$ cat config.mk
export PLATFORM = sky130hd
export DESIGN_NAME = mdt_core
export DESIGN_NICKNAME = d
export VERILOG_FILES = /design/src/verilog/mdt_pkg.sv /design/src/verilog/mdt_fifo.sv /design/src/verilog/mdt_core.sv
export SDC_FILE = /design/constraint.sdc
export NUM_CORES = 2
export LEC_CHECK = 0
export CORE_UTILIZATION = 65
export DETAILED_ROUTE_END_ITERATION = 8
export DONT_BUFFER_PORTS = 1
export PLACE_DENSITY = 0.81
export RECOVER_POWER = 100
export SYNTH_ARGS = -nofsm -noshare
export SYNTH_HDL_FRONTEND = slang
export SYNTH_SLANG_ARGS = --single-unit
$ cat constraint.sdc
create_clock -name sys_clk -period 18.1 [get_ports sys_clk]
set_input_delay 0 -clock sys_clk [delete_from_list [all_inputs] [get_ports sys_clk]]
set_output_delay 0 -clock sys_clk [all_outputs]
set_load 0.01 [all_outputs]
$ cat src/verilog/mdt_pkg.sv
// Package of constants for the channel mux and sinc5 decimator
package mdt_pkg;
    localparam int MOD_DIV = 6;
    localparam int OSR = 64;
    localparam int SINC_ORDER = 5;
    localparam int SETTLE_CONV = 5;
    localparam int SETTLE_MOD = SETTLE_CONV * OSR;
    localparam int SETTLE_CLKS = SETTLE_MOD * MOD_DIV;
    localparam int RESULT_W = 24;
    localparam int ACC_W = 31;
    localparam int FIFO_DEPTH = 16;
    localparam int CHAN_W = 2;
    localparam logic [1:0] SEL_PAIR_1 = 2'h0;
    localparam logic [1:0] SEL_PAIR_2 = 2'h1;
    localparam logic [1:0] SEL_PAIR_3 = 2'h2;
    localparam logic [1:0] SEL_PAIR_4 = 2'h3;
    localparam logic [3:0] ONEHOT_RESET = 4'h1;
    localparam int SYS_CLK_KHZ = 100000;
    localparam int RATE_SETTLE = 0;
    typedef enum logic [1:0] {
        MDT_SETTLE = 2'b00,
        MDT_RUN = 2'b01
    } mdt_state_t;
endpackage

$ cat src/verilog/mdt_fifo.sv
// Result FIFO with valid/ready on both sides
`timescale 1ns/1ns
module mdt_fifo #(
    parameter int WIDTH = 24,
    parameter int DEPTH = 16
) (
    input wire logic sys_clk, // clock
    input wire logic resetn, // async reset, active low
    input wire logic flush, // drop all contents
    input wire logic in_valid, // write request
    output logic in_ready, // room available
    input wire logic [WIDTH-1:0] in_data, // write data
    output logic out_valid, // data available
    input wire logic out_ready, // read accept
    output logic [WIDTH-1:0] out_data // read data
);
    localparam int AW = $clog2(DEPTH);
    logic [WIDTH-1:0] mem [DEPTH];
    logic [AW:0] wr_reg;
    logic [AW:0] rd_reg;
    logic do_wr;
    logic do_rd;

    assign in_ready = (wr_reg - rd_reg) != (AW+1)'(DEPTH);
    assign out_valid = wr_reg != rd_reg;
    assign do_wr = in_valid && in_ready;
    assign do_rd = out_valid && out_ready;
    assign out_data = mem[rd_reg[AW-1:0]];

    always_ff @(posedge sys_clk) begin
        if (do_wr) begin
            mem[wr_reg[AW-1:0]] <= in_data;
        end
    end

    always_ff @(posedge sys_clk or negedge resetn) begin
        if (!resetn) begin
            wr_reg <= '0;
            rd_reg <= '0;
        end else if (flush) begin
            wr_reg <= '0;
            rd_reg <= '0;
        end else begin
            if (do_wr) begin
                wr_reg <= wr_reg + 1'b1;
            end
            if (do_rd) begin
                rd_reg <= rd_reg + 1'b1;
            end
        end
    end
endmodule

$ cat src/verilog/mdt_core.sv
// Channel mux control, modulator clock divider and sinc5 decimator
//
// Overview of operation
// Select code 00,01,10,11 picks input pair 1,2,3,4.
// Selects are sampled on each falling clock edge and a change restarts conversion.
// After a channel change ready is given only after five conversion cycles.
// The host reads the pending result before changing channel.
// The modulator enable comes from a fixed divide-by-six of the system clock.
// One output word is produced per 64 modulator results.
// The word rate is the system clock over 384, so it scales with the clock.
// The filter is a fifth-order sinc decimator (integrators then combs).
// Notches fall at the word rate and its multiples, from the 64-tap boxcar.
// The half-power bandwidth, 0.2035 of word rate, follows from sinc5 shape.
// Settling takes five conversions, 320 modulator results, 1920 clocks.
// A step between ready pulses settles on the sixth conversion after it.
// The clock source picks the notch frequency; nothing to do here.
// Results are 24-bit offset two's complement, shifted out MSB first.
// Writing a new result to the output register drives the pin low.
// A restart clears integrators, combs and the conversion counter.
// Ready pulses are withheld while unsettled, then one per conversion; the code also withholds them while the FIFO is full.
`timescale 1ns/1ns
module mdt_core
    import mdt_pkg::*;
#(
    parameter int OSR_P = mdt_pkg::OSR,
    parameter int SETTLE_P = mdt_pkg::SETTLE_CONV
) (
    input wire logic sys_clk, // system clock
    input wire logic resetn, // async reset, active low
    input wire logic chan_pick_hi, // channel select bit 1
    input wire logic chan_pick_lo, // channel select bit 0
    input wire logic mod_bit, // modulator bitstream from front end
    input wire logic shift_clk, // serial shift strobe, one cycle pulse
    output logic [3:0] input_pair_sel, // one-hot pair enable 1..4
    output logic mod_clk_en, // modulator sample strobe
    output logic result_ready_pulse, // one-cycle new result strobe
    output logic [mdt_pkg::RESULT_W-1:0] result_word, // last result
    output logic serial_out_ready_pin, // combined data/ready line
    output logic settled // filter settled on current channel
);
    import mdt_pkg::*;

    logic [CHAN_W-1:0] sel_fall_reg;
    logic [CHAN_W-1:0] sel_prev_reg;
    logic restart;
    logic [2:0] div_reg;
    logic tick;
    logic [ACC_W-1:0] integ_reg [SINC_ORDER];
    logic [ACC_W-1:0] comb_reg [SINC_ORDER];
    logic [ACC_W-1:0] comb_next [SINC_ORDER];
    logic [5:0] dec_reg;
    logic [3:0] conv_reg;
    logic word_strobe;
    logic [RESULT_W-1:0] word_value;
    logic fifo_out_valid;
    logic fifo_in_ready;
    logic [RESULT_W-1:0] fifo_out_data;
    logic pop;
    logic [RESULT_W-1:0] shift_reg;
    logic [4:0] bit_cnt_reg;
    logic idle_reg;
    mdt_state_t state_reg;

    // selects sampled on the falling edge, compared in next rising cycle
    always_ff @(negedge sys_clk or negedge resetn) begin
        if (!resetn) begin
            sel_fall_reg <= SEL_PAIR_1;
        end else begin
            sel_fall_reg <= {chan_pick_hi, chan_pick_lo};
        end
    end

    always_ff @(posedge sys_clk or negedge resetn) begin
        if (!resetn) begin
            sel_prev_reg <= SEL_PAIR_1;
        end else begin
            sel_prev_reg <= sel_fall_reg;
        end
    end
    assign restart = sel_prev_reg != sel_fall_reg;

    // binary decode of the select code
    always_ff @(posedge sys_clk or negedge resetn) begin
        if (!resetn) begin
            input_pair_sel <= ONEHOT_RESET;
        end else begin
            case (sel_fall_reg)
                SEL_PAIR_1: input_pair_sel <= 4'h1;
                SEL_PAIR_2: input_pair_sel <= 4'h2;
                SEL_PAIR_3: input_pair_sel <= 4'h4;
                SEL_PAIR_4: input_pair_sel <= 4'h8;
                default: input_pair_sel <= ONEHOT_RESET;
            endcase
        end
    end

    // fixed divide by six; restart realigns the phase
    always_ff @(posedge sys_clk or negedge resetn) begin
        if (!resetn) begin
            div_reg <= '0;
        end else if (restart || div_reg == 3'(MOD_DIV - 1)) begin
            div_reg <= '0;
        end else begin
            div_reg <= div_reg + 3'h1;
        end
    end
    assign tick = div_reg == 3'(MOD_DIV - 1) && !restart;

    always_ff @(posedge sys_clk or negedge resetn) begin
        if (!resetn) begin
            mod_clk_en <= 1'b0;
        end else begin
            mod_clk_en <= tick;
        end
    end

    // five cascaded integrators at the modulator rate
    // cleared on restart
    always_ff @(posedge sys_clk or negedge resetn) begin
        if (!resetn) begin
            for (int i = 0; i < SINC_ORDER; i++) begin
                integ_reg[i] <= '0;
            end
        end else if (restart) begin
            for (int i = 0; i < SINC_ORDER; i++) begin
                integ_reg[i] <= '0;
            end
        end else if (tick) begin
            integ_reg[0] <= integ_reg[0] + ACC_W'(mod_bit);
            for (int i = 1; i < SINC_ORDER; i++) begin
                integ_reg[i] <= integ_reg[i] + integ_reg[i-1];
            end
        end
    end

    // decimation by 64
    always_ff @(posedge sys_clk or negedge resetn) begin
        if (!resetn) begin
            dec_reg <= '0;
        end else if (restart) begin
            dec_reg <= '0;
        end else if (tick) begin
            dec_reg <= dec_reg + 6'h1;
        end
    end
    // one word per 384 system clocks
    assign word_strobe = tick && dec_reg == 6'(OSR_P - 1);

    // differentiators at output rate; wraparound is intended
    always_comb begin
        comb_next[0] = integ_reg[SINC_ORDER-1] - comb_reg[0];
        for (int i = 1; i < SINC_ORDER; i++) begin
            comb_next[i] = comb_next[i-1] - comb_reg[i];
        end
    end

    always_ff @(posedge sys_clk or negedge resetn) begin
        if (!resetn) begin
            for (int i = 0; i < SINC_ORDER; i++) begin
                comb_reg[i] <= '0;
            end
        end else if (restart) begin
            for (int i = 0; i < SINC_ORDER; i++) begin
                comb_reg[i] <= '0;
            end
        end else if (word_strobe) begin
            comb_reg[0] <= integ_reg[SINC_ORDER-1];
            for (int i = 1; i < SINC_ORDER; i++) begin
                comb_reg[i] <= comb_next[i-1];
            end
        end
    end

    // gain 2^30 scaled to 24 bits, midscale to zero (offset two's comp)
    // the bandwidth is a property of this gain-normalised sinc5
    assign word_value = {~comb_next[SINC_ORDER-1][ACC_W-2],
                         comb_next[SINC_ORDER-1][ACC_W-3 -: RESULT_W-1]};

    // count conversions since restart
    // an unaligned step lands inside a frame, so one more is needed
    always_ff @(posedge sys_clk or negedge resetn) begin
        if (!resetn) begin
            conv_reg <= '0;
            state_reg <= MDT_SETTLE;
        end else if (restart) begin
            conv_reg <= '0;
            state_reg <= MDT_SETTLE;
        end else if (word_strobe) begin
            case (state_reg)
                MDT_SETTLE: begin
                    conv_reg <= conv_reg + 4'h1;
                    if (conv_reg == 4'(SETTLE_P - 1)) begin
                        state_reg <= MDT_RUN;
                    end
                end
                MDT_RUN: state_reg <= MDT_RUN;
                default: state_reg <= MDT_SETTLE;
            endcase
        end
    end

    // first pulse only on the fifth conversion after a change
    // unsettled words are dropped, later one per conversion while the FIFO has room
    always_ff @(posedge sys_clk or negedge resetn) begin
        if (!resetn) begin
            result_ready_pulse <= 1'b0;
            result_word <= '0;
            settled <= 1'b0;
        end else begin
            result_ready_pulse <= 1'b0;
            // Rises with the first ready pulse, not one cycle behind it
            settled <= !restart && (state_reg == MDT_RUN ||
                (word_strobe && conv_reg == 4'(SETTLE_P - 1)));
            if (word_strobe && !restart && fifo_in_ready &&
                (state_reg == MDT_RUN ||
                 conv_reg == 4'(SETTLE_P - 1))) begin
                result_ready_pulse <= 1'b1;
                result_word <= word_value;
            end
        end
    end

    // Buffer absorbs results the host has not yet drained
    mdt_fifo #(
        .WIDTH(RESULT_W),
        .DEPTH(FIFO_DEPTH)
    ) u_fifo (
        .sys_clk(sys_clk),
        .resetn(resetn),
        .flush(restart),
        .in_valid(result_ready_pulse),
        .in_ready(fifo_in_ready),
        .in_data(result_word),
        .out_valid(fifo_out_valid),
        .out_ready(pop),
        .out_data(fifo_out_data)
    );

    // pin goes low when a word is loaded; then MSB first on shifts
    // a restart flushes any half-read word
    assign pop = fifo_out_valid && bit_cnt_reg == '0 && idle_reg;

    // Pin must sit high a full cycle between words or the host misses
    // the next low announce when the FIFO drains back to back
    always_ff @(posedge sys_clk or negedge resetn) begin
        if (!resetn) begin
            idle_reg <= 1'b0;
        end else begin
            idle_reg <= bit_cnt_reg == '0 && serial_out_ready_pin && !pop;
        end
    end
    always_ff @(posedge sys_clk or negedge resetn) begin
        if (!resetn) begin
            shift_reg <= '0;
            bit_cnt_reg <= '0;
            serial_out_ready_pin <= 1'b1;
        end else if (restart) begin
            bit_cnt_reg <= '0;
            serial_out_ready_pin <= 1'b1;
        end else if (pop) begin
            shift_reg <= fifo_out_data;
            bit_cnt_reg <= 5'(RESULT_W);
            serial_out_ready_pin <= 1'b0;
        end else if (shift_clk && bit_cnt_reg != '0) begin
            serial_out_ready_pin <= shift_reg[RESULT_W-1];
            shift_reg <= {shift_reg[RESULT_W-2:0], 1'b0};
            bit_cnt_reg <= bit_cnt_reg - 5'h1;
        end else if (bit_cnt_reg == '0) begin
            serial_out_ready_pin <= 1'b1;
        end
    end
endmodule

# --- After elaboration in Yosys (flattened, before gate mapping) ---
# Memories as Yosys holds them, arrays and structs flattened.
# Index checks and enable logic that the tools add are counted.
totals:
  latchBits: 0
  register_bits: 400
  romBits: 0
  mem_count: 1
  inputBits: 6
  word_cells: 123
  ram_bits: 384
op_classes:
  order_cmp: 0
  reduce_logical: 34
  bitwise_logic: 2
  addsub: 17
  multipliers: 0
  shift: 0
  eq_ne: 11
  muxes: 31
  div_mod_pow: 0
memory_table:
  columns: ["memory", "words", "word_bits", "read_ports", "rd_clocked_by_memory_dff", "wr", "line_no", "rtl"]
  rows:
  - ["u_fifo.mem", 16, 24, 1, 0, 1, "mdt_fifo.sv:18", "logic [WIDTH-1:0] mem [DEPTH];"]
ops:
  columns: ["cell", "count"]
  rows:
  - ["155-bit two-way mux", 4]
  - ["31-bit adder", 4]
  - ["31-bit subtractor", 4]
  - ["24-bit two-way mux", 2]
  - ["5-bit two-way mux", 7]
  - ["31-bit by 1-bit adder with 31-bit output", 1]
  - ["30-bit subtractor", 1]
  - ["4-bit case mux with 4 select lines", 1]
  - ["1-bit logical AND", 14]
  - ["4-bit two-way mux", 3]
  - ["6-bit two-way mux", 2]
  - ["2-bit nonzero test", 6]
  - ["5-bit by 1-bit adder with 5-bit output, second input constant", 2]
  - ["1-bit two-way mux", 7]
  - ["6-bit by 1-bit adder with 6-bit output, second input constant", 1]
  - ["6-bit equality test, second input constant", 1]
  - ["2-bit two-way mux", 3]
  - ["2-bit AND reduction", 3]
  - ["5-bit logical NOT", 1]
  - ["5-bit inequality test", 1]
  - ["5-bit inequality test, second input constant", 1]
  - ["5-bit nonzero test", 1]
  - ["5-bit by 1-bit subtractor with 5-bit output, second input constant", 1]
  - ["5-bit subtractor", 1]
  - ["other kinds (16)", 23]

# --- Longest topological paths before layout ---
logic_depth:
  word_depth: 8
  ltp_mapped: 47
  mapped_depth_nobuf: 47

# --- Modules after synthesis ---
# Synthesis repeated with hierarchy kept, for this count alone.
unflattened:
  hier_cells: 3786
  hier_area_um2: 42221.7
by_module_without_submodules:
  columns: ["mod", "n_inst", "area_each_um2", "cells_per_inst"]
  rows:
  - ["mdt_core", 1, 27004.6, 3156]
  - ["mdt_fifo", 1, 15217.1, 630]

==> reports/qor.yml <==
outcome:
  run_status: "finished, violations left"
  violations: "capacitance limit, slew limit"
sta:
  setup_viol: 0
  clock_skew_ns: 0.03743
  tightest_slew_ns: 9.806
  slew_viol_final: 998
  relSlewSlack: -5.537
  finalHoldViolCount: 0
  setup_tns_ns: 0
  hold_slack_ns: 0.1524
  rsz0062_at_grt: "false"
final_layout:
  fin_nets: 3977
  fill_cells: 4030
  largest_register_ffs: 384
  multiInputGateArea_sq_mm: 0.01905
  syn2layout_area_growth_pct: 8.490
  regArea_sq_mm: 0.02130
  final_cell_mix: "nand2_1, dfrtp_1, edfxtp_1, a21oi_1, ha_1"
  final_common_cell: "nand2_1"
  layout-drive-gt1-share: 0.07733
clock_tree:
  cts_tree: "yes"
  cts_buffer_depth: 3
  clk_pin_slew_ns: 0.06
  post-cts-setup-buffers: 0
  cts_made_buffers: 81
  htree_levels: 3
  cts_resized: 0
  clockRootBuffer: "clkbuf_16"
  clk-insertion-delay-late_ns: 0.64
  cts_sinks: 774
  postCtsHoldBufs: 4
synth:
  synthArstFlopShare: 0.5039
  synthCells: 3700
  synth_nets: 3991
  synth.distinct_cells: 77
  synth_area_per_cell_sq_um: 11.27
  synthFlopType: "dfrtp_1"
  yosysWarningCount: 0
  synth_edf_count: 384
  synth_area_sq_mm: 0.04169
  ys_ff_latch: 774
  yosysSeqAreaShare: 0.5107
hold_path:
  min_path_type: "in2reg"
  min_path_cells: 3
die:
  die_area_sq_mm: 0.06516
  ios: 38
  die_h_um: 255.3
  die_x_um: 255.3
  start_util: 0.6597
  fp.coreArea_sq_mm: 0.06320
  row_count: 92
placed_design:
  io_buffers: 0
  place_congestion: 0.8403
  dp_hpwl_um: 62550
worst_setup_path:
  path_class: "reg2reg"
  end_kind: "register"
  cp.arrival_ns: 15.91
  cp_max_fo: 110
  cp.required_ns: 18.59
  cp-start-kind: "register"
  r2r_cells: 7
run:
  cap_violations: 21
power:
  p_clk_frac: 0.397
  combPwrFrac: 0.179
  seq_power_share: 0.424
  max-vdd-ir-drop_mv: 0.07051
  net-switching-power_uw: 1219
  p_per_area_mw_per_mm2: 95.93
  p_int_uw: 3120
  p_sw_frac: 0.2810
  leakage_uw: 0.01760
routing:
  avgViaCountPerCell: 6.533
  avgRoutedWirePerCell_um: 23.05
  vias: 30040
  drcViolationCount: 0
  drt_pre_antenna_iters: 6
  first_iter_violations: 3195
  wl_um: 106000
  detail-route-antenna-nets: 0
global_routing:
  grt_max_degree: 389
  grt_pass1_vias: 29660
  grt_pass1_wl_um: 164900
  globalRoute.totalOverflow: 0
  grt_use_total: 0.3290
  antenna_found_initial: 2
-- power by group through the flow --
stage,sequential (uW),combinational [uW],clock [uW]
6_report,1840,778,1720
3_5_place_dp,1870,649,0
5_1_grt,1840,823,1790
4_1_cts,1840,752,1730
2_1_floorplan,1870,514,0
3_3_place_gp,1870,618,0
-- stage by stage --
step	cells	power [uW]	area, sq um	utilization	setup slack [ns]
final	4598	4339	45230	0.7157	2.672
after floorplan	3700	2387	41690	-	6.668
after global placement	4442	2491	42620	0.6744	4.996
after detailed placement	4442	2523	42620	0.6744	4.897
after global routing	4598	4456	45230	0.7157	2.229
after CTS	4593	4321	45390	0.7183	4.742
-- critical path: stages, from the launching register on --
cell     delay, ns
dfrtn_1       0.49
xor2_1        0.16
or2_0         0.47
nor2_1        1.52
and4_1        1.93
buf_4         1.03
nor3_1        0.21
a21o_1        0.39
-- logic make-up (layout without fill, tap and decap cells) --
group / count (synthesis) / after routing / share of synthesized area
xor gates and xnor gates: 275 / 275 / 0.05777
buffers and inverters: 366 / 416 / 0.03295
muxes: 129 / 129 / 0.06674
AOI/OAI and AO/OA: 964 / 964 / 0.1477
and+or+nand+nor: 907 / 907 / 0.09714
adders and majority gates: 285 / 285 / 0.08697
DFF: 774 / 774 / 0.5107
other: 0 / 2 / 0
-- area by class of cell --
| cell class | instances | share of cell area |
|---|---|---|
| diodes | 2 | 0.0001106 |
| multi-input cells | 2560 | 0.4211 |
| well taps | 846 | 0.02340 |
| inverters | 226 | 0.01875 |
| flip-flops and latches | 774 | 0.4709 |
| clock inverters | 37 | 0.009267 |
| clock buffers | 110 | 0.05081 |
| repair buffers | 43 | 0.005671 |
-- routing by layer --
layer,share of wire,GRT usage
met3,0.080,0.06346
met5,0.00013,0
met4,0.064,0.1906
met2,0.49,0.5592
met1,0.37,0.3910
-- synthesized netlist by cell type (35+ instances only) --
library cell	instances	area share
a21o_1	138	0.025
a21oi_1	329	0.039
a31oi_1	39	0.0059
clkbuf_1	122	0.011
dfrtp_1	386	0.23
edfxtp_1	384	0.28
ha_1	277	0.083
inv_1	225	0.020
mux4_2	119	0.064
nand2_1	437	0.039
nand3_1	48	0.0058
nand4_1	35	0.0053
nor2_1	191	0.017
nor2b_1	41	0.0062
nor3_1	36	0.0043
o21ai_0	132	0.016
o21bai_1	51	0.0092
o31ai_1	135	0.024
xnor2_1	177	0.037
xor2_1	98	0.021
-- worst paths after layout --
path,from,to,slack (ns)
max,sel_fall_reg[1],comb_reg[28],2.67
min,shift_clk,bit_cnt_reg[0],0.15
max reg2reg,sel_fall_reg[1],comb_reg[28],2.67
min reg2reg,div_reg[0],div_reg[0],0.48
max in group asynchronous,resetn,comb_reg[28],5.54
min in group asynchronous,resetn,comb_reg[35],1.71
No activity file was read; power rests on OpenSTA's default activity.
